===== config.mk =====
export PLATFORM = sky130hd
export DESIGN_NAME = core_exec
export DESIGN_NICKNAME = d
export VERILOG_FILES = /design/src/core_status_pkg.sv /design/src/core_exec.sv /design/src/core_alu.sv
export SDC_FILE = /design/constraint.sdc
export NUM_CORES = 1
export LEC_CHECK = 0
export BUFFER_PORTS_ARGS = -buffer_cell sky130_fd_sc_hd__buf_4
export CAP_MARGIN = 20
export CELL_PAD_IN_SITES_DETAIL_PLACEMENT = 0
export CELL_PAD_IN_SITES_GLOBAL_PLACEMENT = 2
export CORE_MARGIN = 1
export CORE_UTILIZATION = 35
export CTS_CLUSTER_SIZE = 25
export DETAILED_ROUTE_END_ITERATION = 7
export PLACE_DENSITY_LB_ADDON = 0.3
export SLEW_MARGIN = 20
export SYNTH_ARGS = -nofsm -noshare
export SYNTH_HDL_FRONTEND = slang
export SYNTH_HIERARCHICAL = 1
export SYNTH_SLANG_ARGS = --single-unit

===== constraint.sdc =====
create_clock -name clk_sys -period 6.7 [get_ports clk_sys]
set_input_delay 1.675 -clock clk_sys [delete_from_list [all_inputs] [get_ports clk_sys]]
set_output_delay 1.675 -clock clk_sys [all_outputs]
set_load 0.02 [all_outputs]

===== src/core_status_pkg.sv =====
// shared constants for the 8-bit core datapath and its status flags
// assumes a single 50 MHz system clock and synchronous active-high reset
package core_status_pkg;
    // clock
    localparam int CLK_PERIOD_NS = 20;
    // register file shape
    localparam int NUM_WORK_REGS = 32;
    localparam int REG_IDX_W = 5;
    // pointer pairs (low byte index of each pair)
    localparam logic [4:0] PTR_A_LO = 5'h1A;
    localparam logic [4:0] PTR_B_LO = 5'h1C;
    localparam logic [4:0] PTR_C_LO = 5'h1E;
    // data space windows
    localparam logic [15:0] DS_REGFILE_END = 16'h001F;
    localparam logic [15:0] DS_IO_BASE = 16'h0020;
    localparam logic [15:0] DS_IO_LAST = 16'h005F;
    localparam logic [15:0] DS_XIO_BASE = 16'h0060;
    localparam logic [15:0] DS_XIO_LAST = 16'h00FF;
    localparam int IO_COUNT = 64;
    localparam logic [15:0] IO_TO_DS_OFFSET = 16'h0020;
    // status register
    localparam logic [15:0] PSF_DS_ADDR = 16'h005F;
    localparam logic [5:0] PSF_IO_ADDR = 6'h3F;
    localparam logic [7:0] PSF_RESET = 8'h00;
    localparam int FLAG_I = 7;
    localparam int FLAG_T = 6;
    localparam int FLAG_H = 5;
    localparam int FLAG_S = 4;
    localparam int FLAG_V = 3;
    localparam int FLAG_N = 2;
    localparam int FLAG_Z = 1;
    localparam int FLAG_C = 0;
    // program memory
    localparam int PC_W = 16;
    localparam logic [15:0] PC_RESET = 16'h0000;
    localparam logic [15:0] BOOT_START = 16'h3800;
    localparam int IRQ_W = 8;
    localparam int SP_W = 16;
    localparam logic [15:0] SP_RESET = 16'h08FF;
    // alu operation codes
    typedef enum logic [3:0] {
        ALU_ADD = 4'h0, ALU_ADC = 4'h1, ALU_SUB = 4'h2, ALU_SBC = 4'h3,
        ALU_AND = 4'h4, ALU_OR = 4'h5, ALU_EOR = 4'h6, ALU_MOV = 4'h7,
        ALU_LSR = 4'h8, ALU_COM = 4'h9, ALU_INC = 4'hA, ALU_DEC = 4'hB,
        ALU_CMP = 4'hC, ALU_PASS = 4'hD, ALU_SWAP = 4'hE, ALU_NOP = 4'hF
    } alu_op_t;
    // pre-decoded instruction classes
    typedef enum logic [3:0] {
        CL_NOP = 4'h0, CL_ALU = 4'h1, CL_LDI = 4'h2, CL_BST = 4'h3,
        CL_BLD = 4'h4, CL_SEI = 4'h5, CL_CLI = 4'h6, CL_IN = 4'h7,
        CL_OUT = 4'h8, CL_LDS = 4'h9, CL_STS = 4'hA, CL_CALL = 4'hB,
        CL_RET = 4'hC, CL_RETURN_FROM_INTERRUPT_OP = 4'hD, CL_JMP = 4'hE, CL_SPM = 4'hF
    } op_class_t;
    // execution state
    typedef enum logic [2:0] {
        ST_RUN = 3'b001, ST_WORD2 = 3'b010, ST_PUSHHI = 3'b100
    } exec_state_t;
endpackage : core_status_pkg


===== src/core_exec.sv =====
// What this block does
// - next instruction fetched while the current one executes
// - 32 eight-bit registers, two read, up to two written per cycle (result and landing bus load)
// - six registers pair into three 16-bit data pointers, one for flash tables
// - instructions are one or two 16-bit words
// - flash self-write allowed only from the boot section, honouring lock bit 0 (bit 1 unused)
// - calls and interrupts push the return program counter to stack in SRAM
// - pending interrupt with lowest vector address is serviced first
// - 64 I/O addresses, also data space 0x20 to 0x5F
// - extended I/O 0x60 to 0xFF only by direct load and store
// - status register not saved or restored on interrupt entry and return
// - status at data 0x5F and I/O 0x3F, eight bits, reset zero
// - global enable clear blocks all interrupts
// - taking an interrupt clears global enable; interrupt return sets it
// - dedicated instructions set and clear global enable
// - bit store copies a register bit into status bit 6
// - bit load copies status bit 6 into one register bit
// - status bit 5 holds half carry from the low nibble
// - sign flag equals negative xor overflow
// - flags updated after every alu operation except move, pass, swap and no-op
// - bits 3..0 hold overflow, negative, zero and carry
//
// core execution datapath; assumes flash and data memory answer within the cycle
// (combinational read) and that instructions arrive pre-decoded by class.
`timescale 1ns/1ps
`default_nettype none
module core_exec
    import core_status_pkg::*;
(
    // clock and reset
    input wire logic clk_sys,
    input wire logic rst,
    // program flash
    output logic [15:0] prog_addr,
    input wire logic [15:0] prog_word,
    input wire op_class_t dec_class,
    input wire alu_op_t dec_alu_op,
    input wire logic [4:0] dec_rd,
    input wire logic [4:0] dec_rr,
    input wire logic [7:0] dec_imm,
    input wire logic [2:0] dec_bit,
    input wire logic [1:0] dec_ptr,
    input wire logic dec_two_word,
    input wire logic [1:0] flash_lock,
    // data space
    output logic [15:0] data_addr,
    output logic [7:0] data_wdata,
    output logic data_we,
    output logic data_re,
    input wire logic [7:0] data_rdata,
    // flash self-write
    output logic flash_self_write_op,
    output logic [15:0] flash_wr_addr,
    // interrupts
    input wire logic [IRQ_W-1:0] irq_req,
    output logic [IRQ_W-1:0] irq_ack,
    // status
    output logic [7:0] processor_status_flags,
    output logic [15:0] program_counter,
    output logic [15:0] stack_pointer
);
    logic [7:0] regs_r [NUM_WORK_REGS];
    logic [7:0] psf_r;
    logic [15:0] pc_r;
    logic [15:0] sp_r;
    logic [15:0] fetch_addr_r;
    logic [15:0] ret_hold_r;
    logic [IRQ_W-1:0] ack_r;
    logic [15:0] daddr_r;
    logic [7:0] dwdata_r;
    logic dwe_r;
    logic dre_r;
    logic [4:0] ld_rd_r;
    logic spm_r;
    logic [15:0] spm_addr_r;
    exec_state_t state_r;
    exec_state_t state_nxt;

    logic [7:0] op_a;
    logic [7:0] op_b;
    logic [7:0] alu_res;
    logic [7:0] alu_flags;
    logic alu_wb;
    logic irq_take;
    logic [2:0] irq_idx;
    logic [15:0] ds_addr;
    logic [7:0] psf_nxt;
    logic [15:0] ptr_val;

    // 16-bit pointer from a register pair
    function automatic logic [15:0] pair_val(input logic [4:0] lo);
        pair_val = {regs_r[lo + 5'd1], regs_r[lo]};
    endfunction : pair_val

    // true for the status register's data-space address
    function automatic logic is_psf(input logic [15:0] a);
        is_psf = (a == PSF_DS_ADDR);
    endfunction : is_psf

    alu_op_t alu_op_sel;
    core_alu u_alu (
        .op(alu_op_sel),
        .a(op_a),
        .b(op_b),
        .flags_in(psf_r),
        .result(alu_res),
        .flags_out(alu_flags),
        .writes_back(alu_wb)
    );

    // two operands from the file; the second is dec_imm instead for load-immediate
    always_comb begin
        op_a = regs_r[dec_rd];
        op_b = (dec_class == CL_LDI) ? dec_imm : regs_r[dec_rr];
        alu_op_sel = (dec_class == CL_ALU) ? dec_alu_op : ALU_NOP;
    end

    // pointer selection: 0 direct, 1..3 the three pairs
    always_comb begin
        unique case (dec_ptr)
            2'd1: ptr_val = pair_val(PTR_A_LO);
            2'd2: ptr_val = pair_val(PTR_B_LO);
            2'd3: ptr_val = pair_val(PTR_C_LO);
            default: ptr_val = prog_word;
        endcase
    end

    // data address for I/O and direct loads and stores
    always_comb begin
        if (dec_class == CL_IN || dec_class == CL_OUT)
            ds_addr = {10'h000, dec_imm[5:0]} + IO_TO_DS_OFFSET;
        else
            ds_addr = ptr_val;
    end

    // lowest vector wins among enabled requests
    always_comb begin
        irq_idx = 3'd0;
        irq_take = 1'b0;
        for (int i = IRQ_W - 1; i >= 0; i--) begin
            if (irq_req[i]) begin
                irq_idx = i[2:0];
                irq_take = 1'b1;
            end
        end
        irq_take = irq_take & psf_r[FLAG_I] & (state_r == ST_RUN);
    end

    // next status value
    always_comb begin
        psf_nxt = psf_r;
        if (state_r == ST_RUN) begin
            if (irq_take) begin
                psf_nxt[FLAG_I] = 1'b0;
            end else begin
                unique case (dec_class)
                    CL_ALU: psf_nxt = alu_flags;
                    CL_BST: psf_nxt[FLAG_T] = regs_r[dec_rd][dec_bit];
                    CL_SEI: psf_nxt[FLAG_I] = 1'b1;
                    CL_CLI: psf_nxt[FLAG_I] = 1'b0;
                    CL_RETURN_FROM_INTERRUPT_OP: psf_nxt[FLAG_I] = 1'b1;
                    CL_OUT, CL_STS: begin
                        if (is_psf(ds_addr))
                            psf_nxt = regs_r[dec_rd];
                    end
                    default: psf_nxt = psf_r;
                endcase
            end
        end
    end

    // status register
    always_ff @(posedge clk_sys) begin
        if (rst)
            psf_r <= PSF_RESET;
        else
            psf_r <= psf_nxt;
    end

    // register file writes
    always_ff @(posedge clk_sys) begin
        if (rst) begin
            for (int i = 0; i < NUM_WORK_REGS; i++)
                regs_r[i] <= 8'h00;
        end else if (state_r == ST_RUN && !irq_take) begin
            unique case (dec_class)
                CL_ALU: if (alu_wb) regs_r[dec_rd] <= alu_res;
                CL_LDI: regs_r[dec_rd] <= dec_imm;
                CL_BLD: regs_r[dec_rd][dec_bit] <= psf_r[FLAG_T];
                CL_IN, CL_LDS: if (is_psf(ds_addr)) regs_r[dec_rd] <= psf_r;
                default: ;
            endcase
        end
        // a bus load lands one cycle after its strobe; the next instruction sees the old value
        if (!rst && dre_r)
            regs_r[ld_rd_r] <= data_rdata;
    end

    // execution state machine
    always_comb begin
        state_nxt = state_r;
        unique case (state_r)
            ST_RUN: begin
                if (irq_take || dec_class == CL_CALL)
                    state_nxt = ST_PUSHHI;
                else if (dec_two_word && dec_class != CL_LDS && dec_class != CL_STS)
                    state_nxt = ST_WORD2;
            end
            ST_WORD2: state_nxt = ST_RUN;
            ST_PUSHHI: state_nxt = ST_RUN;
            default: state_nxt = ST_RUN;
        endcase
    end

    always_ff @(posedge clk_sys) begin
        if (rst)
            state_r <= ST_RUN;
        else
            state_r <= state_nxt;
    end

    // program counter and prefetch address
    always_ff @(posedge clk_sys) begin
        if (rst) begin
            pc_r <= PC_RESET;
            fetch_addr_r <= PC_RESET;
            ret_hold_r <= PC_RESET;
        end else if (state_r == ST_RUN) begin
            if (irq_take) begin
                ret_hold_r <= pc_r;
                pc_r <= {12'h000, irq_idx, 1'b0} + 16'h0002;
                fetch_addr_r <= {12'h000, irq_idx, 1'b0} + 16'h0002;
            end else if (dec_class == CL_CALL || dec_class == CL_JMP) begin
                ret_hold_r <= pc_r + 16'h0002;
                pc_r <= prog_word;
                fetch_addr_r <= prog_word;
            end else if (dec_class == CL_RET || dec_class == CL_RETURN_FROM_INTERRUPT_OP) begin
                pc_r <= {data_rdata, 8'h00};
                fetch_addr_r <= {data_rdata, 8'h00};
            end else begin
                pc_r <= pc_r + (dec_two_word ? 16'h0002 : 16'h0001);
                fetch_addr_r <= pc_r + (dec_two_word ? 16'h0002 : 16'h0001) + 16'h0001;
            end
        end else begin
            fetch_addr_r <= fetch_addr_r;
        end
    end

    // stack pointer: two-byte push on call and interrupt, pop on return
    always_ff @(posedge clk_sys) begin
        if (rst)
            sp_r <= SP_RESET;
        else if (state_r == ST_RUN && (irq_take || dec_class == CL_CALL))
            sp_r <= sp_r - 16'h0001;
        else if (state_r == ST_PUSHHI)
            sp_r <= sp_r - 16'h0001;
        else if (state_r == ST_RUN && (dec_class == CL_RET || dec_class == CL_RETURN_FROM_INTERRUPT_OP))
            sp_r <= sp_r + 16'h0002;
    end

    // data bus drive: stack pushes, stores outside the register file except to status, and every load except of status
    always_ff @(posedge clk_sys) begin
        if (rst) begin
            daddr_r <= 16'h0000;
            dwdata_r <= 8'h00;
            dwe_r <= 1'b0;
            dre_r <= 1'b0;
            ld_rd_r <= 5'h00;
        end else begin
            dwe_r <= 1'b0;
            dre_r <= 1'b0;
            if (state_r == ST_RUN && (irq_take || dec_class == CL_CALL)) begin
                daddr_r <= sp_r;
                dwdata_r <= irq_take ? pc_r[7:0] : pc_r[7:0] + 8'h02;
                dwe_r <= 1'b1;
            end else if (state_r == ST_PUSHHI) begin
                daddr_r <= sp_r;
                dwdata_r <= ret_hold_r[15:8];
                dwe_r <= 1'b1;
            end else if (state_r == ST_RUN && (dec_class == CL_OUT || dec_class == CL_STS)
                         && !is_psf(ds_addr) && ds_addr > DS_REGFILE_END
                         && (dec_class == CL_STS || ds_addr <= DS_IO_LAST)) begin
                daddr_r <= ds_addr;
                dwdata_r <= regs_r[dec_rd];
                dwe_r <= 1'b1;
            end else if (state_r == ST_RUN && (dec_class == CL_IN || dec_class == CL_LDS)
                         && !is_psf(ds_addr)) begin
                daddr_r <= ds_addr;
                dre_r <= 1'b1;
                ld_rd_r <= dec_rd;
            end
        end
    end

    // flash self-write only from boot section and when unlocked
    always_ff @(posedge clk_sys) begin
        if (rst) begin
            spm_r <= 1'b0;
            spm_addr_r <= 16'h0000;
        end else begin
            spm_r <= (state_r == ST_RUN) && !irq_take && (dec_class == CL_SPM)
                     && (pc_r >= BOOT_START) && !flash_lock[0];
            spm_addr_r <= pair_val(PTR_C_LO);
        end
    end

    // interrupt acknowledge pulse
    always_ff @(posedge clk_sys) begin
        if (rst)
            ack_r <= '0;
        else
            ack_r <= irq_take ? (IRQ_W'(1) << irq_idx) : '0;
    end

    // outputs from flip-flops
    assign prog_addr = fetch_addr_r;
    assign data_addr = daddr_r;
    assign data_wdata = dwdata_r;
    assign data_we = dwe_r;
    assign data_re = dre_r;
    assign flash_self_write_op = spm_r;
    assign flash_wr_addr = spm_addr_r;
    assign irq_ack = ack_r;
    assign processor_status_flags = psf_r;
    assign program_counter = pc_r;
    assign stack_pointer = sp_r;
endmodule : core_exec
`default_nettype wire


===== src/core_alu.sv =====
// single-cycle 8-bit alu with flag generation
// assumes operands come straight from the register file in the same cycle
`timescale 1ns/1ps
`default_nettype none
module core_alu
    import core_status_pkg::*;
(
    // operation
    input wire alu_op_t op,
    input wire logic [7:0] a,
    input wire logic [7:0] b,
    input wire logic [7:0] flags_in,
    // result
    output logic [7:0] result,
    output logic [7:0] flags_out,
    output logic writes_back
);
    logic [8:0] sum;
    logic cin;
    logic hc;
    logic vf;
    logic cf;
    logic nf;

    // arithmetic and logic with H, V, N, Z, C generation
    always_comb begin
        flags_out = flags_in;
        cin = flags_in[FLAG_C];
        sum = 9'h000;
        hc = flags_in[FLAG_H];
        vf = 1'b0;
        cf = flags_in[FLAG_C];
        writes_back = 1'b1;
        result = a;
        unique case (op)
            ALU_ADD, ALU_ADC: begin
                sum = {1'b0, a} + {1'b0, b} + {8'h00, (op == ALU_ADC) & cin};
                result = sum[7:0];
                hc = (a[3] & b[3]) | (b[3] & ~result[3]) | (~result[3] & a[3]);
                vf = (a[7] & b[7] & ~result[7]) | (~a[7] & ~b[7] & result[7]);
                cf = sum[8];
            end
            ALU_SUB, ALU_SBC, ALU_CMP: begin
                sum = {1'b0, a} - {1'b0, b} - {8'h00, (op == ALU_SBC) & cin};
                result = sum[7:0];
                hc = (~a[3] & b[3]) | (b[3] & result[3]) | (result[3] & ~a[3]);
                vf = (a[7] & ~b[7] & ~result[7]) | (~a[7] & b[7] & result[7]);
                cf = sum[8];
                writes_back = (op != ALU_CMP);
            end
            ALU_AND: result = a & b;
            ALU_OR: result = a | b;
            ALU_EOR: result = a ^ b;
            ALU_MOV, ALU_PASS: result = b;
            ALU_LSR: begin
                result = {1'b0, a[7:1]};
                cf = a[0];
                vf = a[0];
            end
            ALU_COM: begin
                result = ~a;
                cf = 1'b1;
            end
            ALU_INC: begin
                result = a + 8'h01;
                vf = (a == 8'h7F);
            end
            ALU_DEC: begin
                result = a - 8'h01;
                vf = (a == 8'h80);
            end
            ALU_SWAP: result = {a[3:0], a[7:4]};
            ALU_NOP: writes_back = 1'b0;
        endcase
        nf = result[7];
        // flags follow the result of each operation except move, pass, swap and no-op
        if (op != ALU_MOV && op != ALU_PASS && op != ALU_SWAP && op != ALU_NOP) begin
            flags_out[FLAG_N] = nf;
            flags_out[FLAG_Z] = (result == 8'h00);
            flags_out[FLAG_V] = vf;
            flags_out[FLAG_S] = nf ^ vf;
            flags_out[FLAG_C] = cf;
            flags_out[FLAG_H] = hc;
        end
    end
endmodule : core_alu
`default_nettype wire


After elaboration in Yosys (flattened, before gate mapping) --
Memory sizes are Yosys's and may differ from the RTL's. Cells that the tools add are included.
Operators by class: add/sub/neg operators 14, order comparisons 5, equality and inequality tests 50, shifts and indexed selects 1, multiplexer cells 106, bitwise gates (word level) 57, reductions and logical operators 59
Operators by type and width (count):
- $mux 16 | 16
- $mux 8 | 11
- $pmux 8 s11 | 1
- $eq 4x4->1 const B | 16
- $mux 1 | 53
- $pmux 16 s3 | 1
- $add 16x2->16 const B | 2
- $eq 4x3->1 const B | 8
- $mux 3 | 10
- $ne 4x4->1 const B | 6
- $or 1x1->1 | 23
- $logic_and 1x1->1 | 19
- $and 1x1->1 | 18
- $add 16x1->16 const B | 1
- $add 16x2->16 | 1
- $eq 16x7->1 const B | 1
- $eq 4x2->1 const B | 4
- $ge 16x14->1 const B | 1
- $gt 16x5->1 const B | 1
- $le 16x7->1 const B | 1
- $reduce_or 8->1 | 2
- $sub 16x1->16 const B | 1
- $reduce_or 2->1 | 7
- $pmux 6 s2 | 1
- other kinds (55) | 87
Word-level totals: bits in registers 131, memory bits (writable) 256, input port bits 68, output and inout port bits 107, memories 1
Memory list:
- regs_r | words 32, bits a word 8, rd ports 8, clocked after Yosys merged registers in 0, wr ports 32, RTL line core_exec.sv:62 | logic [7:0] regs_r [NUM_WORK_REGS];

Longest topological paths before layout --
word-level depth 20, depth in mapped cells 24, gate-level depth less buffers 20

By module --
Netlist, hierarchy kept.
By module, submodules not included:
- core_exec | times used 1, cells each 2745, area each 25418.1 um2
- core_alu | times used 1, cells each 380, area each 2682.6 um2

Worst setup path before layout --
OpenSTA, ideal clock, no wires.
kind input to register, start input port dec_rr[0], end memory regs_r[10][7], data pin, library setup time 142 ps, arrival 6743 ps, setup slack -186 ps, stages on the path 22, buffers on the path 3, cell sequence clkbuf_1 buf_1 mux4_2 mux4_2 mux2i_1 o21ai_0 inv_1 fa_1 ha_1 a211oi_1 o2111ai_1 or4b_1 nand3_1 a221oi_1 nor3_2 inv_1 a31oi_1 nor3_1 o22ai_1 nand3b_4 buf_6 o21ai_2
RTL lines:
- start, declared | RTL line core_exec.sv:39 | input wire logic [4:0] dec_rr,
- end, declared | RTL line core_exec.sv:62

==> results.py <==
metrics = {
    "hold_path": {
        "worstHoldStart": "prog_addr[1]",
        "hold-path-endpoint": "prog_addr[1]",
        "worstHoldPathCells": 2,
        "hold_path_class": "flip-flop to flip-flop",
    },
    "run": {
        "cap_violations": 0,
    },
    "global_routing": {
        "antenna_found_initial": 9,
        "grt_max_degree": 54,
        "grt-ovfl-total": 0,
        "grt_pass1_wl_mm": 193.9,
        "grt_use_total_pct": 32.61,
        "first_global_vias": 26650,
    },
    "critical_path": {
        "r2r_slack_ns": 1.12,
        "critical_path_class": "primary input to flip-flop",
        "r2r-end": "regs_r[0][7]",
        "arrival_ns": 6.98,
        "cp-end-kind": "flip-flop",
        "r2r_start": "regs_r[27][0]",
        "r2r_cells": 21,
        "crit_fanout": 32,
        "startpoint_type": "primary input",
        "critPathRequiredTime_ns": 7.02,
    },
    "sta": {
        "hold_viol": 0,
        "period_needed_ns": 6.660,
        "timing.fmax_mhz": 150.2,
        "slew_headroom_pct": 19.84,
        "worstMarginPinSlew_ns": 1.199,
        "skew_ns": 0.03761,
        "post-route-period-util_pct": 99.40,
        "setup_viol": 0,
        "rsz0062_at_grt": "false",
        "slew_violations": 0,
    },
    "floorplan": {
        "row_count": 103,
        "ioPinCount": 175,
        "core_area_um2": 79260,
        "start_util_pct": 35.46,
        "die_y_um": 285.4,
        "die_x_um": 285.4,
        "die-area_um2": 81420,
    },
    "finish": {
        "final_cell_mix": "o21ai_0, buf_4, nand2_1, edfxtp_1, nor2_1",
        "design_area_um2": 33660,
        "layout_commonest_cell": "o21ai_0",
        "fin_util_pct": 42.47,
        "area_delta_synth_final_pct": 19.77,
        "layout.nets": 3490,
        "instances_no_fill": 4457,
        "drive_above_1_share_pct": 22.94,
    },
    "clocking": {
        "clock-sinks": 379,
        "cts_tree": "done",
        "clk_pin_slew_ns": 0.06,
        "numCtsBuffers": 47,
        "cts_root_buffer": "clkbuf_16",
        "postCtsHoldBufs": 0,
        "insertion_delay_ns": 0.61,
        "clock_path_buffers": 3,
        "htreeDepth": 2,
    },
    "detailed_routing": {
        "vias": 28190,
        "drt_iter0_drc": 3730,
        "drtPass1Iterations": 8,
        "drt-wirelength-per-cell_um": 30.60,
        "drc_errors": 0,
        "vias_per_cell": 6.325,
        "wirelength_mm": 136.4,
        "postRouteAntennaNets": 0,
    },
    "logic_synthesis": {
        "synth_ff_type": "edfxtp_1",
        "synthTopCellsByArea": "edfxtp_1, dfxtp_1, o21ai_0, mux4_2, mux2i_1",
        "synth_cells": 3125,
        "synthArstFlopShare_pct": 0,
        "syn_area_per_cell_um2": 8.992,
        "synth_edf_count": 256,
        "synth_nets": 3250,
        "synth_top_area_share_pct": 27.36,
        "synth_warnings": 6,
        "synth_area_um2": 28100,
        "yosysSeqAreaShare_pct": 36.12,
        "yosysTopAreaCell": "edfxtp_1",
        "synth-seq-cells": 379,
        "yosysUniqueCellTypes": 110,
    },
    "pwr": {
        "leakage_nw": 12.15,
        "pwr_density_cell_nw_per_um2": 214.5,
        "vdd_drop_max_uv": 144.3,
        "total_power_mw": 7.221,
    },
    "place": {
        "gp_congestion": 0.9916,
        "placed_area_um2": 32040,
        "dp_hpwl_mm": 96.82,
        "dp.cells": 4366,
        "numPortBuffers": 173,
    },
    "outcome": {
        "status": "finished clean",
    },
}
-- Yosys cell counts (all sizes together), types with 48 or more instances --
cell type	count
dfxtp	123
o21ai	565
a21oi	57
inv	48
nand2	422
clkbuf	198
buf	89
mux4	96
edfxtp	256
nor3	53
o22ai	75
ha	50
mux2i	164
nand3	82
nor2	234
-- worst max path at each step --
stage	startpoint	cells past startpoint	to	slack (ns)
after floorplan	dec_rd[1]	23	regs_r[10][7]	0.005
after global placement	dec_rd[1]	20	regs_r[25][4]	-0.73
after detailed placement	dec_rd[1]	20	regs_r[26][4]	-0.74
after CTS	dec_rd[1]	20	regs_r[21][4]	0.04
after global routing	dec_rd[1]	20	regs_r[21][4]	0.005
final	dec_rd[1]	20	regs_r[9][4]	0.04
-- power breakdown --
part | switching [mW] | internal, mW
combinational | 1.12 | 0.759
clock | 1.11 | 1.49
sequential | 0.137 | 2.60
total | 2.37 | 4.85
-- state kept, by name, indices dropped and copies added (netlist names) --
name                    cells
data_addr                  16
data_re                     1
data_wdata                  8
data_we                     1
flash_self_write_op         1
flash_wr_addr              16
irq_ack                     8
ld_rd_r                     5
processor_status_flags      8
prog_addr                  16
program_counter            16
regs_r                    256
ret_hold_r                  8
stack_pointer              16
state_r                     3
-- stage by stage --
step | setup slack (ns) | hold WS, ns | TNS [ns]
2_1_floorplan | 0.004931 | 0.4592 | 0
3_3_place_gp | -0.7338 | 0.4482 | -127.48
3_5_place_dp | -0.7414 | 0.4528 | -112.37
4_1_cts | 0.03746 | 0.4696 | 0
5_1_grt | 0.005355 | 0.4745 | 0
6_report | 0.04021 | 0.4610 | 0
-- routing by layer --
layer  vias to the layer above  GRT usage, %  wire (um)
met3                       377         5.752      12830
li1                      12210             -          -
met5                         -             0         66
met4                        10         14.75       6709
met2                      1791         50.83      60880
met1                     13810         44.02      55910
-- timing repair --
action	4_1_cts	5_1_grt
cloned	0	0
setup endpoints to repair	36	148
buffers inserted	0	0
gates resized for setup	1	10
pin swaps	0	0
-- layout make-up --
cell class                 count  area (um2)
clock buffer                  63        1304
multi-input combinational   2410       16640
inverter                      49       183.9
antenna                        3       7.507
clock inverter                25       234.0
timing repair buffer         478        3821
sequential                   379       10150
tap                         1050        1314
fill                        7900       45600
-- worst max-delay path: stages --
cell and delay (ns):
buf_6 0.33, buf_4 0.20, buf_4 0.19, mux2i_1 0.37
o22ai_1 0.16, nor4_2 0.51, buf_4 0.22, nand2_1 0.10
buf_4 0.24, fa_1 0.46, a21o_1 0.18, a21oi_1 0.25
xor2_1 0.23, o32ai_1 0.17, o32a_1 0.42, mux2_2 0.31
mux2_2 0.27, o21ai_2 0.16, buf_12 0.29, o21ai_0 0.17
-- cell families after synthesis --
family / Yosys count / synth area share (%)
and+or+nand+nor: 1071 / 18.38
muxes: 274 / 14.10
adders and majority gates: 59 / 2.801
AOI/OAI and AO/OA: 948 / 21.69
xor gates and xnor gates: 58 / 1.808
DFF: 379 / 36.12
buffers and inverters: 336 / 5.107
No activity file was read; power rests on OpenSTA's default activity.
